**config.mk**
```make
export PLATFORM = sky130hd
export DESIGN_NAME = pae_alarm_evaluator
export DESIGN_NICKNAME = d
export VERILOG_FILES = /design/src/hdl/pae_pkg.sv /design/src/hdl/pae_alarm_evaluator.sv /design/src/hdl/pae_alarm_delay.sv /design/src/hdl/pae_alarm_compare.sv
export VERILOG_INCLUDE_DIRS = /design/src /design/src/hdl
export SDC_FILE = /design/constraint.sdc
export NUM_CORES = 2
export LEC_CHECK = 0
export ABC_AREA = 1
export BUFFER_PORTS_ARGS = -buffer_cell sky130_fd_sc_hd__buf_2
export CAP_MARGIN = 0
export CORE_ASPECT_RATIO = 0.7
export CORE_MARGIN = 5
export CORE_UTILIZATION = 45
export DETAILED_ROUTE_END_ITERATION = 12
export PLACE_DENSITY = 0.61
export SLEW_MARGIN = 40
export SYNTH_ARGS = -nofsm -noshare
export SYNTH_HDL_FRONTEND = slang
export SYNTH_SLANG_ARGS = --single-unit
```
**constraint.sdc**
```tcl
create_clock -name mclk -period 6.2 [get_ports mclk]
set_clock_uncertainty 0.2 [all_clocks]
set_input_delay 1.24 -clock mclk [delete_from_list [all_inputs] [get_ports mclk]]
set_output_delay 1.24 -clock mclk [all_outputs]
set_load 0.05 [all_outputs]
```
**src/hdl/pae_params.svh**
```systemverilog
`ifndef PAE_PARAMS_SVH
`define PAE_PARAMS_SVH
`define PAE_CLK_NS         10
`define PAE_SAMPLE_NS      50000000
`define PAE_SAMPLE_CYC     (`PAE_SAMPLE_NS / `PAE_CLK_NS)
`define PAE_SECOND_NS      1000000000
`define PAE_SAMPLES_PER_S  (`PAE_SECOND_NS / `PAE_SAMPLE_NS)
`define PAE_DELAY_MAX      10'h3E7
`define PAE_T_OFF          5'h00
`define PAE_T_BAND_OUT     5'h01
`define PAE_T_DEV_HI       5'h02
`define PAE_T_DEV_LO       5'h03
`define PAE_T_BAND_IN      5'h04
`define PAE_T_BAND_OUT_SB  5'h05
`define PAE_T_DEV_HI_SB    5'h06
`define PAE_T_DEV_LO_SB    5'h07
`define PAE_T_ABS_HI       5'h08
`define PAE_T_ABS_LO       5'h09
`define PAE_T_ABS_HI_SB    5'h0A
`define PAE_T_ABS_LO_SB    5'h0B
`define PAE_T_LOOP_BREAK   5'h0C
`define PAE_T_RATE         5'h0D
`define PAE_T_SP_HI        5'h0E
`define PAE_T_SP_LO        5'h0F
`define PAE_T_MV_HI        5'h10
`define PAE_T_MV_LO        5'h11
`define PAE_T_DEFAULT      5'h02
`define PAE_IN_ANALOG_LO   5'h19
`define PAE_IN_ANALOG_HI   5'h1D
`define PAE_SCALE_MIN      16'hF831
`define PAE_SCALE_MAX      16'h270F
`define PAE_FRAC_BITS      16
`endif

```
**src/hdl/pae_pkg.sv**
```systemverilog
package pae_pkg;
	typedef logic [4:0]  pae_code_t;
	typedef logic [9:0]  pae_secs_t;
	typedef enum logic [0:0] {
		DLY_IDLE,
		DLY_COUNT
	} pae_dly_e;
endpackage : pae_pkg

```
**src/hdl/pae_alarm_evaluator.sv**
```systemverilog
`timescale 1ns/1ns
`include "pae_params.svh"
// Notes on behaviour
// - each channel holds its own type code
// - type code resets to upper deviation, 2
// - on and off delays, 0 to 999 s
// - alarm result drives its auxiliary output
// - code 0 keeps the output off
// - code 1: active outside deviation band
// - code 2: value exceeds set point by threshold
// - code 3: value under set point by threshold
// - code 4: active inside deviation band
// - code 5: band outside plus standby
// - codes 6, 7: deviation plus standby
// - code 8: process value above threshold
// - code 9: process value below threshold
// - codes 10, 11: absolute plus standby
// - code 12 loop break, channel zero only
// - code 13: process value change rate
// - code 14: set point above threshold
// - code 15: set point below threshold
// - code 16: manipulated variable above threshold
// - code 17: manipulated variable below threshold
// - input codes 25-29 scale analog input
// - outside-band alarms (codes 1, 5) off when hysteresis overlaps
// - heat/cool: upper on heat, lower cool
module pae_alarm_evaluator
	import pae_pkg::*;
#(
	parameter int NCH        = 2,
	parameter int W          = 16,
	parameter int SAMPLE_CYC = `PAE_SAMPLE_CYC,
	parameter int SEC_SMP    = `PAE_SAMPLES_PER_S
)(
	input  wire logic                         mclk,
	input  wire logic                         rst_n,
	input  wire logic                         ce,
	input  wire logic [NCH-1:0]               cfgTypeWr,
	input  wire pae_code_t                    cfgTypeCode,
	input  wire logic [NCH-1:0][W-1:0]        thrX,
	input  wire logic [NCH-1:0][W-1:0]        devHigh,
	input  wire logic [NCH-1:0][W-1:0]        devLow,
	input  wire logic [NCH-1:0][9:0]          onDelay,
	input  wire logic [NCH-1:0][9:0]          offDelay,
	input  wire logic [W-1:0]                 hyst,
	input  wire pae_code_t                    inputType,
	input  wire logic signed [W-1:0]          tempIn,
	input  wire logic [`PAE_FRAC_BITS-1:0]    analogIn,
	input  wire logic signed [W-1:0]          scaleLow,
	input  wire logic signed [W-1:0]          scaleHigh,
	input  wire logic [1:0]                   decimalsIn,
	input  wire logic signed [W-1:0]          set_point,
	input  wire logic signed [W-1:0]          manipulated_variable,
	input  wire logic signed [W-1:0]          coolVariable,
	input  wire logic                         heatCool,
	input  wire logic                         loop_break_alarm,
	input  wire logic [NCH-1:0]               rateTrip,
	output logic [NCH-1:0]                    auxOut,
	output logic [NCH-1:0]                    rawAlarm,
	output pae_code_t [NCH-1:0]               activeType,
	output logic signed [W-1:0]               process_value,
	output logic [1:0]                        procDecimals,
	output logic                              sampleTick
);
	localparam int SCW = $clog2(SAMPLE_CYC + 1);
	localparam int SSW = $clog2(SEC_SMP + 1);
	localparam int PW  = W + `PAE_FRAC_BITS + 2;

	// a code is taken only if defined and allowed on this channel
	function automatic logic codeOk(input pae_code_t c, input int ch);
		codeOk = (c <= `PAE_T_MV_LO) &&
			!(c == `PAE_T_LOOP_BREAK && ch != 0);
	endfunction : codeOk

	function automatic logic signed [W-1:0] clampScale(
		input logic signed [W-1:0] v);
		if (v < $signed(`PAE_SCALE_MIN)) begin
			clampScale = $signed(`PAE_SCALE_MIN);
		end else if (v > $signed(`PAE_SCALE_MAX)) begin
			clampScale = $signed(`PAE_SCALE_MAX);
		end else begin
			clampScale = v;
		end
	endfunction : clampScale

	// sampling period and one-second timebase
	logic [SCW-1:0] smpCnt_ff, nxt_smpCnt;
	logic [SSW-1:0] secCnt_ff, nxt_secCnt;
	logic           tick_ff, nxt_tick, sec_ff, nxt_sec, eval_ff, nxt_eval;

	always_comb begin
		nxt_smpCnt = smpCnt_ff + SCW'(1);
		nxt_secCnt = secCnt_ff;
		nxt_tick   = 1'b0;
		nxt_sec    = 1'b0;
		nxt_eval   = tick_ff;
		if (smpCnt_ff == SCW'(SAMPLE_CYC - 1)) begin
			nxt_smpCnt = '0;
			nxt_tick   = 1'b1;
			nxt_secCnt = secCnt_ff + SSW'(1);
			if (secCnt_ff == SSW'(SEC_SMP - 1)) begin
				nxt_secCnt = '0;
				nxt_sec    = 1'b1;
			end
		end
	end

	always_ff @(posedge mclk or negedge rst_n) begin
		if (!rst_n) begin
			smpCnt_ff <= '0;
			secCnt_ff <= '0;
			tick_ff   <= 1'b0;
			sec_ff    <= 1'b0;
			eval_ff   <= 1'b0;
		end else if (ce) begin
			smpCnt_ff <= nxt_smpCnt;
			secCnt_ff <= nxt_secCnt;
			tick_ff   <= nxt_tick;
			sec_ff    <= nxt_sec;
			eval_ff   <= nxt_eval;
		end
	end

	assign sampleTick = tick_ff;

	// input conditioning, latched once per sampling period
	logic signed [W-1:0]    procVal_ff, nxt_procVal, setPt_ff, nxt_setPt;
	logic signed [W-1:0]    manHi_ff, nxt_manHi, manLo_ff, nxt_manLo;
	logic [1:0]             dp_ff, nxt_dp;
	logic signed [W-1:0]    loC, hiC;
	logic signed [PW-1:0]   span, prod;
	logic                   analogSel;

	always_comb begin
		loC  = clampScale(scaleLow);
		hiC  = clampScale(scaleHigh);
		span = PW'(hiC) - PW'(loC);
		// full-scale input lands one count short of the high end
		prod = span * $signed({2'b00, analogIn});
		analogSel = inputType >= `PAE_IN_ANALOG_LO &&
			inputType <= `PAE_IN_ANALOG_HI;
		nxt_procVal = procVal_ff;
		nxt_setPt   = setPt_ff;
		nxt_manHi   = manHi_ff;
		nxt_manLo   = manLo_ff;
		nxt_dp      = dp_ff;
		if (tick_ff) begin
			if (analogSel) begin
				nxt_procVal = W'(PW'(loC) +
					(prod >>> `PAE_FRAC_BITS));
				nxt_dp = decimalsIn;
			end else begin
				nxt_procVal = tempIn;
				nxt_dp      = '0;
			end
			nxt_setPt = set_point;
			nxt_manHi = manipulated_variable;
			nxt_manLo = heatCool ? coolVariable : manipulated_variable;
		end
	end

	always_ff @(posedge mclk or negedge rst_n) begin
		if (!rst_n) begin
			procVal_ff <= '0;
			setPt_ff   <= '0;
			manHi_ff   <= '0;
			manLo_ff   <= '0;
			dp_ff      <= '0;
		end else if (ce) begin
			procVal_ff <= nxt_procVal;
			setPt_ff   <= nxt_setPt;
			manHi_ff   <= nxt_manHi;
			manLo_ff   <= nxt_manLo;
			dp_ff      <= nxt_dp;
		end
	end

	assign process_value = procVal_ff;
	assign procDecimals  = dp_ff;

	// per-channel type register, comparison and delay
	pae_code_t [NCH-1:0] type_ff, nxt_type;
	logic [NCH-1:0]      rearm_ff, nxt_rearm;

	generate
		for (genvar ch = 0; ch < NCH; ch++) begin : gCh
			always_comb begin
				nxt_type[ch]  = type_ff[ch];
				nxt_rearm[ch] = 1'b0;
				// refused codes leave the old type in force
				if (cfgTypeWr[ch] && codeOk(cfgTypeCode, ch)) begin
					nxt_type[ch]  = cfgTypeCode;
					nxt_rearm[ch] = 1'b1;
				end
			end

			always_ff @(posedge mclk or negedge rst_n) begin
				if (!rst_n) begin
					type_ff[ch]  <= `PAE_T_DEFAULT;
					rearm_ff[ch] <= 1'b1;
				end else if (ce) begin
					type_ff[ch]  <= nxt_type[ch];
					rearm_ff[ch] <= nxt_rearm[ch];
				end
			end

			pae_alarm_compare #(
				.W         (W)
			) uCmp (
				.mclk      (mclk),
				.rst_n     (rst_n),
				.ce        (ce),
				.sample    (eval_ff),
				.rearm     (rearm_ff[ch]),
				.alarmType (type_ff[ch]),
				.procVal   (procVal_ff),
				.setPt     (setPt_ff),
				.manHigh   (manHi_ff),
				.manLow    (manLo_ff),
				.thrX      (thrX[ch]),
				.devHigh   (devHigh[ch]),
				.devLow    (devLow[ch]),
				.hyst      (hyst),
				.loopBreak (loop_break_alarm),
				.rateTrip  (rateTrip[ch]),
				.raw       (rawAlarm[ch])
			);

			pae_alarm_delay uDly (
				.mclk      (mclk),
				.rst_n     (rst_n),
				.ce        (ce),
				.secTick   (sec_ff),
				.rawIn     (rawAlarm[ch]),
				.onDelay   (onDelay[ch]),
				.offDelay  (offDelay[ch]),
				.auxOut    (auxOut[ch])
			);

		end
	endgenerate

	assign activeType = type_ff;
endmodule : pae_alarm_evaluator

```
**src/hdl/pae_alarm_delay.sv**
```systemverilog
`timescale 1ns/1ns
`include "pae_params.svh"
module pae_alarm_delay
	import pae_pkg::*;
(
	input  wire logic      mclk,
	input  wire logic      rst_n,
	input  wire logic      ce,
	input  wire logic      secTick,
	input  wire logic      rawIn,
	input  wire pae_secs_t onDelay,
	input  wire pae_secs_t offDelay,
	output logic           auxOut
);
	pae_dly_e  state_ff, nxt_state;
	pae_secs_t cnt_ff,   nxt_cnt;
	logic      out_ff,   nxt_out;
	pae_secs_t target;

	always_comb begin
		target = rawIn ? onDelay : offDelay;
		if (target > `PAE_DELAY_MAX) begin
			target = `PAE_DELAY_MAX;
		end
		nxt_state = state_ff;
		nxt_cnt   = cnt_ff;
		nxt_out   = out_ff;
		unique case (state_ff)
			DLY_IDLE: begin
				if (rawIn != out_ff) begin
					if (target == '0) begin
						nxt_out = rawIn;
					end else begin
						nxt_state = DLY_COUNT;
						nxt_cnt   = '0;
					end
				end
			end
			DLY_COUNT: begin
				// raw fell back before expiry: drop the count, restart later
				if (rawIn == out_ff) begin
					nxt_state = DLY_IDLE;
				end else if (secTick) begin
					if (cnt_ff + 10'h001 >= target) begin
						nxt_out   = rawIn;
						nxt_state = DLY_IDLE;
					end else begin
						nxt_cnt = cnt_ff + 10'h001;
					end
				end
			end
		endcase
	end

	always_ff @(posedge mclk or negedge rst_n) begin
		if (!rst_n) begin
			state_ff <= DLY_IDLE;
			cnt_ff   <= '0;
			out_ff   <= 1'b0;
		end else if (ce) begin
			state_ff <= nxt_state;
			cnt_ff   <= nxt_cnt;
			out_ff   <= nxt_out;
		end
	end

	assign auxOut = out_ff;
endmodule : pae_alarm_delay

```
**src/hdl/pae_alarm_compare.sv**
```systemverilog
`timescale 1ns/1ns
`include "pae_params.svh"
module pae_alarm_compare
	import pae_pkg::*;
#(
	parameter int W = 16
)(
	input  wire logic                mclk,
	input  wire logic                rst_n,
	input  wire logic                ce,
	input  wire logic                sample,
	input  wire logic                rearm,
	input  wire pae_code_t           alarmType,
	input  wire logic signed [W-1:0] procVal,
	input  wire logic signed [W-1:0] setPt,
	input  wire logic signed [W-1:0] manHigh,
	input  wire logic signed [W-1:0] manLow,
	input  wire logic signed [W-1:0] thrX,
	input  wire logic signed [W-1:0] devHigh,
	input  wire logic signed [W-1:0] devLow,
	input  wire logic        [W-1:0] hyst,
	input  wire logic                loopBreak,
	input  wire logic                rateTrip,
	output logic                     raw
);
	localparam int X = W + 2;
	logic signed [X-1:0] procE, setE, thrE, hiE, loE, dev;
	logic overlap, cond, standby, raw_ff, nxt_raw, arm_ff, nxt_arm;

	always_comb begin
		procE = X'(procVal);
		setE  = X'(setPt);
		thrE  = X'(thrX);
		hiE   = setE + X'(devHigh);
		loE   = setE + X'(devLow);
		dev   = procE - setE;
		// hysteresis bands meet when the limits sit no more than 2*hyst apart
		overlap = (hiE - loE) <= $signed({1'b0, hyst, 1'b0});
		standby = 1'b0;
		unique case (alarmType)
			`PAE_T_BAND_OUT, `PAE_T_BAND_OUT_SB:
				cond = !overlap && (procE > hiE || procE < loE);
			`PAE_T_DEV_HI, `PAE_T_DEV_HI_SB:  cond = dev >= thrE;
			`PAE_T_DEV_LO, `PAE_T_DEV_LO_SB:  cond = -dev >= thrE;
			`PAE_T_BAND_IN:   cond = procE >= loE && procE <= hiE;
			`PAE_T_ABS_HI, `PAE_T_ABS_HI_SB:  cond = procVal > thrX;
			`PAE_T_ABS_LO, `PAE_T_ABS_LO_SB:  cond = procVal < thrX;
			`PAE_T_LOOP_BREAK: cond = loopBreak;
			`PAE_T_RATE:      cond = rateTrip;
			`PAE_T_SP_HI:     cond = setPt > thrX;
			`PAE_T_SP_LO:     cond = setPt < thrX;
			`PAE_T_MV_HI:     cond = manHigh > thrX;
			`PAE_T_MV_LO:     cond = manLow < thrX;
			default:          cond = 1'b0;
		endcase
		unique case (alarmType)
			`PAE_T_BAND_OUT_SB, `PAE_T_DEV_HI_SB, `PAE_T_DEV_LO_SB,
			`PAE_T_ABS_HI_SB, `PAE_T_ABS_LO_SB: standby = 1'b1;
			default: standby = 1'b0;
		endcase
		// standby: suppress until the condition is once seen clear
		nxt_arm = arm_ff;
		nxt_raw = raw_ff;
		if (rearm) begin
			nxt_arm = 1'b1;
		end else if (sample) begin
			if (!cond) begin
				nxt_arm = 1'b0;
			end
			nxt_raw = cond && !(standby && arm_ff);
		end
	end

	always_ff @(posedge mclk or negedge rst_n) begin
		if (!rst_n) begin
			raw_ff <= 1'b0;
			arm_ff <= 1'b1;
		end else if (ce) begin
			raw_ff <= nxt_raw;
			arm_ff <= nxt_arm;
		end
	end

	assign raw = raw_ff;
endmodule : pae_alarm_compare

```
* Word-level counts from Yosys, hierarchy flattened
Cells that the tools add are included.
** Storage, ports and cells
- Register bits :: 137
- Input bits :: 285
- Output and inout bits :: 33
- Word-level logic and storage cells :: 248
** Operators by class
- Add/sub/neg operators :: 14
- Multiply operators :: 1
- $lt $le $gt $ge :: 37
- Eq/ne operators :: 57
- Muxes and demuxes :: 64
- Bitwise gates (word level) :: 4
- Reductions and logical operators :: 47
** Operators by type and width (number)
- 2-to-1 mux 10 bit :: 14
- > comparator 16 bit :: 6
- < comparator 16 bit :: 6
- 2-to-1 mux 16 bit :: 6
- == test 5 x 4 -> 1 bit, second input constant :: 17
- adder 16 x 16 -> 17 bit :: 4
- == test 5 x 3 -> 1 bit, second input constant :: 8
- case mux 10 bit (2 select lines) :: 2
- >= comparator 18 x 16 -> 1 bit :: 2
- less-or-equal comparator 18 bit :: 2
- subtractor 17 x 17 -> 18 bit :: 2
- >= comparator 16 x 17 -> 1 bit :: 2
- >= comparator 17 x 16 -> 1 bit :: 2
- > comparator 16 x 17 -> 1 bit :: 2
- less-or-equal comparator 16 x 17 -> 1 bit :: 2
- < comparator 16 x 17 -> 1 bit :: 2
- subtractor 16 x 16 -> 17 bit :: 2
- 2-to-1 mux 1 bit :: 33
- > comparator 16 x 15 -> 1 bit, second input constant :: 2
- < comparator 16 x 12 -> 1 bit, second input constant :: 2
- multiplier 17 x 17 -> 32 bit :: 1
- == test 5 bit, second input constant :: 5
- inequality test 2 bit, second input constant :: 12
- case mux 1 bit (12 select lines) :: 2
- 30 further kinds :: 86

* Logic depth before layout (Yosys ltp)
- Depth in word-level cells :: 9
- Mapped depth :: 59
- Mapped depth without buffers :: 58

* Modules after synthesis
From an unflattened synthesis, not the netlist that was laid out.
** Unflattened totals
- Cells, all modules :: 5192
- Area total of the unflattened synthesis :: 35283.8 um2
** By module, submodules not included
- pae_alarm_evaluator :: times used 1, cells an instance 2182, area an instance 16826.1 um2, seq. area each 2732.6 um2
- pae_alarm_compare at gCh[1].uCmp :: times used 1, cells an instance 1263, area an instance 7788.7 um2, seq. area each 51.3 um2
- pae_alarm_compare at gCh[0].uCmp :: times used 1, cells an instance 1295, area an instance 7743.7 um2, seq. area each 51.3 um2
- pae_alarm_delay :: times used 2, cells an instance 226, area an instance 1462.7 um2, seq. area each 300.3 um2

* Worst setup path before layout
OpenSTA, ideal clock, no wires.
- Kind :: input-to-reg
- From :: in scaleHigh[1]
- To :: reg procVal_ff[14], in the netlist process_value[14]
- Library setup time :: 0.124 ns
- Data arrival time :: 9.923 ns
- Data required time :: 5.876 ns
- Path slack :: -4.047 ns
- Stages :: 48
- Buffers on the path :: 1
- Cells stage by stage :: inv_1 nand2_1 o311ai_0 nand3_1 a41oi_1 clkbuf_1 o21ai_0 fa_1 nand2_1 nand2_1 nand3_1 nand2_1 nand2_1 nor2_1 a21oi_2 xor2_1 inv_1 nor2_1 [12 not listed] o21a_1 o21ai_0 a21oi_1 o21ai_0 a21oi_1 inv_1 a21oi_1 xnor2_1 ha_1 a21oi_1 o21a_1 nand3_1 a21oi_1 o21ai_0 a21oi_1 o21ai_0 o211ai_1 nand2_1
** Between the ends
- Word-level cells in the longest chain between the ends :: 7
- Elaborated cells on any way between the ends :: 8
- Those cells by class :: add/sub (2); mul (1); order compare (2); mux (3)
** RTL lines
- start: declaration :: RTL line pae_alarm_evaluator.sv:50 : input wire logic signed [W-1:0] scaleHigh,
- > comparator 16 x 15 -> 1 bit :: RTL line pae_alarm_evaluator.sv:79 : end else if (v > $signed(`PAE_SCALE_MAX)) begin
- 2-to-1 mux 16 bit :: RTL line pae_alarm_evaluator.sv:79
- 2-to-1 mux 16 bit * :: RTL line pae_alarm_evaluator.sv:77 : if (v < $signed(`PAE_SCALE_MIN)) begin
- subtractor 16 x 16 -> 17 bit * :: RTL line pae_alarm_evaluator.sv:137 : span = PW'(hiC) - PW'(loC);
- multiplier 17 x 17 -> 32 bit * :: RTL line pae_alarm_evaluator.sv:139 : prod = span * $signed({2'b00, analogIn});
- adder 16 bit * :: RTL line pae_alarm_evaluator.sv:149 : nxt_procVal = W'(PW'(loC) +
- 2-to-1 mux 16 bit * :: RTL line pae_alarm_evaluator.sv:148 : if (analogSel) begin
- end signal: assignment :: RTL line pae_alarm_evaluator.sv:170 : procVal_ff <= nxt_procVal;
- end: declaration :: RTL line pae_alarm_evaluator.sv:127 : logic signed [W-1:0] procVal_ff, nxt_procVal, setPt_ff, nxt_setPt;
Every way passes the cells marked *; elsewhere a longest branch is shown, timed or not.
A chain may end at the register's enable or synchronous reset.

* Worst setup path after layout
- From :: in scaleHigh[6]
- To :: reg procVal_ff[10], in the netlist process_value[10]
Same word-level chain as after synthesis.

==> metrics.log <==
INFO  metric die_h = 234.8 um
INFO  metric htreeDepth = 4
INFO  metric grt_start_max_net_pins = 74
INFO  metric timing.final.ws_setup = -3.760 ns
INFO  metric drc = 0
INFO  metric max-cap-violations = 0
INFO  metric synth_cell_type_count = 72
INFO  metric holdCritStartpoint = gCh[0].uCmp.arm_ff
INFO  metric synth_area_per_cell = 7.030 sq um
INFO  metric clock_tree.buffer_depth = 2
INFO  metric report.final.setup_viol = 16
INFO  metric port_buffers = 317
INFO  metric fp.dieArea = 77750 sq um
INFO  metric crit_share_post_route = 160.6%
INFO  metric boundaryPins = 318
INFO  metric yosysTopAreaCell = sky130_fd_sc_hd__ha_1
INFO  metric hold_ws = 0.2649 ns
INFO  metric syn_nets = 5724
INFO  metric mapped_cells = 4621
INFO  metric dp_hpwl = 100800 um
INFO  metric slew_viol_final = 0
INFO  metric floorplan.rows = 82
INFO  metric placedInstanceArea = 38920 sq um
INFO  metric place_congestion = 1.016
INFO  metric synth_seq_cells = 137
INFO  metric synth-main-ff-cell = sky130_fd_sc_hd__dfrtp_1
INFO  metric core-area = 71610 sq um
INFO  metric critical_path_cell_count = 58
INFO  metric dieWidth = 331.1 um
INFO  metric reg2reg_depth = 32
INFO  metric mappedNetlistArea = 32490 sq um
INFO  metric wire_per_inst = 18.46 um
INFO  metric final_antenna_net_count = 0
INFO  metric first_global_vias = 31900
INFO  metric critical_path.max_stage_delay = 0.56 ns
INFO  metric drt_wl_total = 117900 um
INFO  metric post-synth-top-area-fraction = 20.95%
INFO  metric grt-ovfl-total = 0
INFO  metric worst-endpoint-arrival = 10.15 ns
INFO  metric critical_path_class = in2reg
INFO  metric number_of_enable_type_register_cells_in_the_synthesized_netlist = 0
INFO  metric asyncSetResetFlopFracSynth = 100.0%
INFO  metric violations_in_the_final_reports = setup timing
INFO  metric min_path_type = reg2reg
INFO  metric yosys-top-cells-area = sky130_fd_sc_hd__ha_1 (21%), sky130_fd_sc_hd__fa_1 (17%), sky130_fd_sc_hd__nand2_1 (11%)
INFO  metric worst_r2r_endpoint = gCh[0].uCmp.arm_ff
INFO  metric fillCellCount = 6977
INFO  metric path_delay_family = adder cells
INFO  metric worstHoldEndpoint = gCh[0].uCmp.arm_ff
INFO  metric cts_tree = yes
INFO  metric cts-buffers-inserted = 17
INFO  metric timing.setup.tns = -54.42 ns
INFO  metric vias = 33406
INFO  metric critPathLaunchType = input port
INFO  metric nets = 6505
INFO  metric finalCriticalPeriod = 9.960 ns
INFO  metric count_of_cells_along_the_worst_hold_path = 2
INFO  metric synthesis.yosys.warnings = 0
INFO  metric rsz0062_at_grt = true
INFO  metric max_clock_freq = 100.4 MHz
INFO  metric initial_antenna_violation_count = 10
INFO  metric outcome = complete, but fails checks
INFO  metric startpoint = scaleHigh[6]
INFO  metric synth_seq_area_share = 10.58%
INFO  metric max_slew_margin = 48.28%
INFO  metric timing.critical_path.buf_inv = 14
INFO  metric first_pass_iters = 6
INFO  metric cts.reportedPaths.clkPinSlew = 0.07 ns
INFO  metric crit_reg_reg_startpoint = setPt_ff[1]
INFO  metric cts-root-buf = sky130_fd_sc_hd__clkbuf_16
INFO  metric worst_skew_pair_latency = 0.46 ns
INFO  metric max_slew.worst_pin.slew = 0.7749 ns
INFO  metric final_core_util = 57.39%
INFO  metric critPathMaxFanout = 5
INFO  metric layout-drive-gt1-share = 22.03%
INFO  metric flow.area_growth_from_synthesis = 26.52%
INFO  metric total_clock_sinks = 137
INFO  metric worstPathRequired = 6.39 ns
INFO  metric drt_iter0_markers = 3177
INFO  metric initial_core_util = 45.36%
INFO  metric rrSetupSlack = 0.48 ns
INFO  metric critical_path.slowest_cell = sky130_fd_sc_hd__fa_1
INFO  metric groute.usage.overall = 30.05%
INFO  metric final-hold-violation-count = 0
INFO  metric routed_via_density = 5.231
INFO  metric grt_pass1_wl = 181800 um
INFO  metric critPathCaptureType = flop
INFO  metric stdcell_area = 41100 sq um
-- how the worst max path moves through the flow --
stage	end
2_1_floorplan	process_value[14]
3_3_place_gp	process_value[15]
3_5_place_dp	process_value[10]
4_1_cts	process_value[10]
5_1_grt	process_value[10]
6_report	process_value[10]
-- stage by stage --
step	instances	worst slack (ns)
floorplan	4621	-3.518
global placement	6301	-4.470
detailed placement	6302	-4.551
CTS	6369	-3.456
global route	6385	-4.208
finish	6386	-3.760
-- cell type report --
class | count | area [sq um] | area share, %
multi-input combinational | 3467 | 26540 | 64.56
timing repair buffer | 827 | 5684 | 13.83
inverter | 951 | 3608 | 8.780
sequential | 137 | 3436 | 8.359
tap | 966 | 1209 | 2.941
clock buffer | 17 | 425.4 | 1.035
clock inverter | 15 | 182.7 | 0.4445
antenna | 5 | 12.51 | 0.03044
timing repair inverter | 1 | 7.507 | 0.01827
-- cells by family after synthesis --
| logic type | count (synthesis) | share of synthesized area (%) |
|---|---|---|
| flip-flops | 137 | 10.58 |
| AND/OR/NAND/NOR | 1798 | 23.28 |
| AO/OA/AOI/OAI | 694 | 12.02 |
| multiplexers | 4 | 0.1233 |
| adder cells (fa/ha/maj) | 818 | 37.84 |
| buffers and inverters | 1017 | 11.92 |
| XOR/XNOR | 153 | 4.240 |
-- state kept, by name (all words and copies together) (netlist names) --
name               cells
secCnt_ff              5
gCh.uDly.state_ff      2
process_value         16
setPt_ff              16
eval_ff                1
activeType            10
manLo_ff              16
gCh.uDly.cnt_ff       20
procDecimals           2
gCh.uCmp.arm_ff        2
gCh.uDly.auxOut        2
smpCnt_ff             23
manHi_ff              16
rearm_ff               2
gCh.uCmp.raw           2
sec_ff                 1
sampleTick             1
-- cells in the mapped netlist, types with 23 or more instances --
| cell type | n |
|---|---|
| sky130_fd_sc_hd__nor2_1 | 395 |
| sky130_fd_sc_hd__clkbuf_1 | 53 |
| sky130_fd_sc_hd__a21oi_1 | 328 |
| sky130_fd_sc_hd__xnor2_1 | 31 |
| sky130_fd_sc_hd__o21a_1 | 23 |
| sky130_fd_sc_hd__xor2_1 | 117 |
| sky130_fd_sc_hd__nor4_1 | 26 |
| sky130_fd_sc_hd__ha_1 | 544 |
| sky130_fd_sc_hd__inv_1 | 937 |
| sky130_fd_sc_hd__nand3_1 | 199 |
| sky130_fd_sc_hd__nand4_1 | 58 |
| sky130_fd_sc_hd__nand2_1 | 989 |
| sky130_fd_sc_hd__nor3_1 | 76 |
| sky130_fd_sc_hd__dfrtp_1 | 131 |
| sky130_fd_sc_hd__o21ai_0 | 194 |
| sky130_fd_sc_hd__fa_1 | 274 |
-- cell usage in the layout, fill, tap and decap left out, types with 10 or more instances in the layout --
master,instances
sky130_fd_sc_hd__xor2_1,115
sky130_fd_sc_hd__inv_2,40
sky130_fd_sc_hd__nand2_2,43
sky130_fd_sc_hd__nand3_2,13
sky130_fd_sc_hd__nor2_2,30
sky130_fd_sc_hd__nand2_1,941
sky130_fd_sc_hd__clkbuf_16,17
sky130_fd_sc_hd__inv_1,893
sky130_fd_sc_hd__a21oi_2,30
sky130_fd_sc_hd__buf_4,464
sky130_fd_sc_hd__nor3_1,66
sky130_fd_sc_hd__ha_4,22
sky130_fd_sc_hd__o21bai_1,16
sky130_fd_sc_hd__o21a_1,23
sky130_fd_sc_hd__o21ai_1,32
sky130_fd_sc_hd__nand2_4,14
sky130_fd_sc_hd__buf_6,43
sky130_fd_sc_hd__nand3_1,187
sky130_fd_sc_hd__ha_1,518
sky130_fd_sc_hd__nor2_4,10
sky130_fd_sc_hd__o21ai_2,26
sky130_fd_sc_hd__nor2_1,360
sky130_fd_sc_hd__o211ai_1,20
sky130_fd_sc_hd__a21o_1,20
sky130_fd_sc_hd__dfrtp_1,131
sky130_fd_sc_hd__a21oi_1,292
sky130_fd_sc_hd__nand4_1,58
sky130_fd_sc_hd__xnor2_1,25
sky130_fd_sc_hd__nor4_1,21
sky130_fd_sc_hd__buf_2,312
sky130_fd_sc_hd__fa_1,266
sky130_fd_sc_hd__o21ai_0,157
-- worst reg2reg max path: cells and delay by family, from the launching register on --
family / cells / cell delay [ns]
fa+ha+maj: 3 / 1.00
compound gates: 8 / 1.16
flops: 1 / 0.84
buf+inv: 2 / 0.21
xor+xnor: 2 / 0.50
simple gates: 17 / 1.75
-- per-layer routing --
| layer | vias to the layer above | share of wire [%] | track usage [%] |
|---|---|---|---|
| met5 | - | 0.035 | 0 |
| met1 | 15631 | 49 | 47.43 |
| met3 | 79 | 12 | 9.741 |
| li1 | 16389 | - | - |
| met2 | 1301 | 38 | 40.25 |
| met4 | 6 | 1.4 | 4.358 |
-- timing repair --
action	in CTS	in global routing
setup buffers	33	13
hold endpoints to repair	0	0
pin swaps	114	56
cloned	2	0
gates resized for setup	229	81
hold buffers	0	0
setup endpoints to repair	16	18
Power is not shown: default switching activity piles up to over one toggle a cycle in this logic, so the estimate is an artifact.
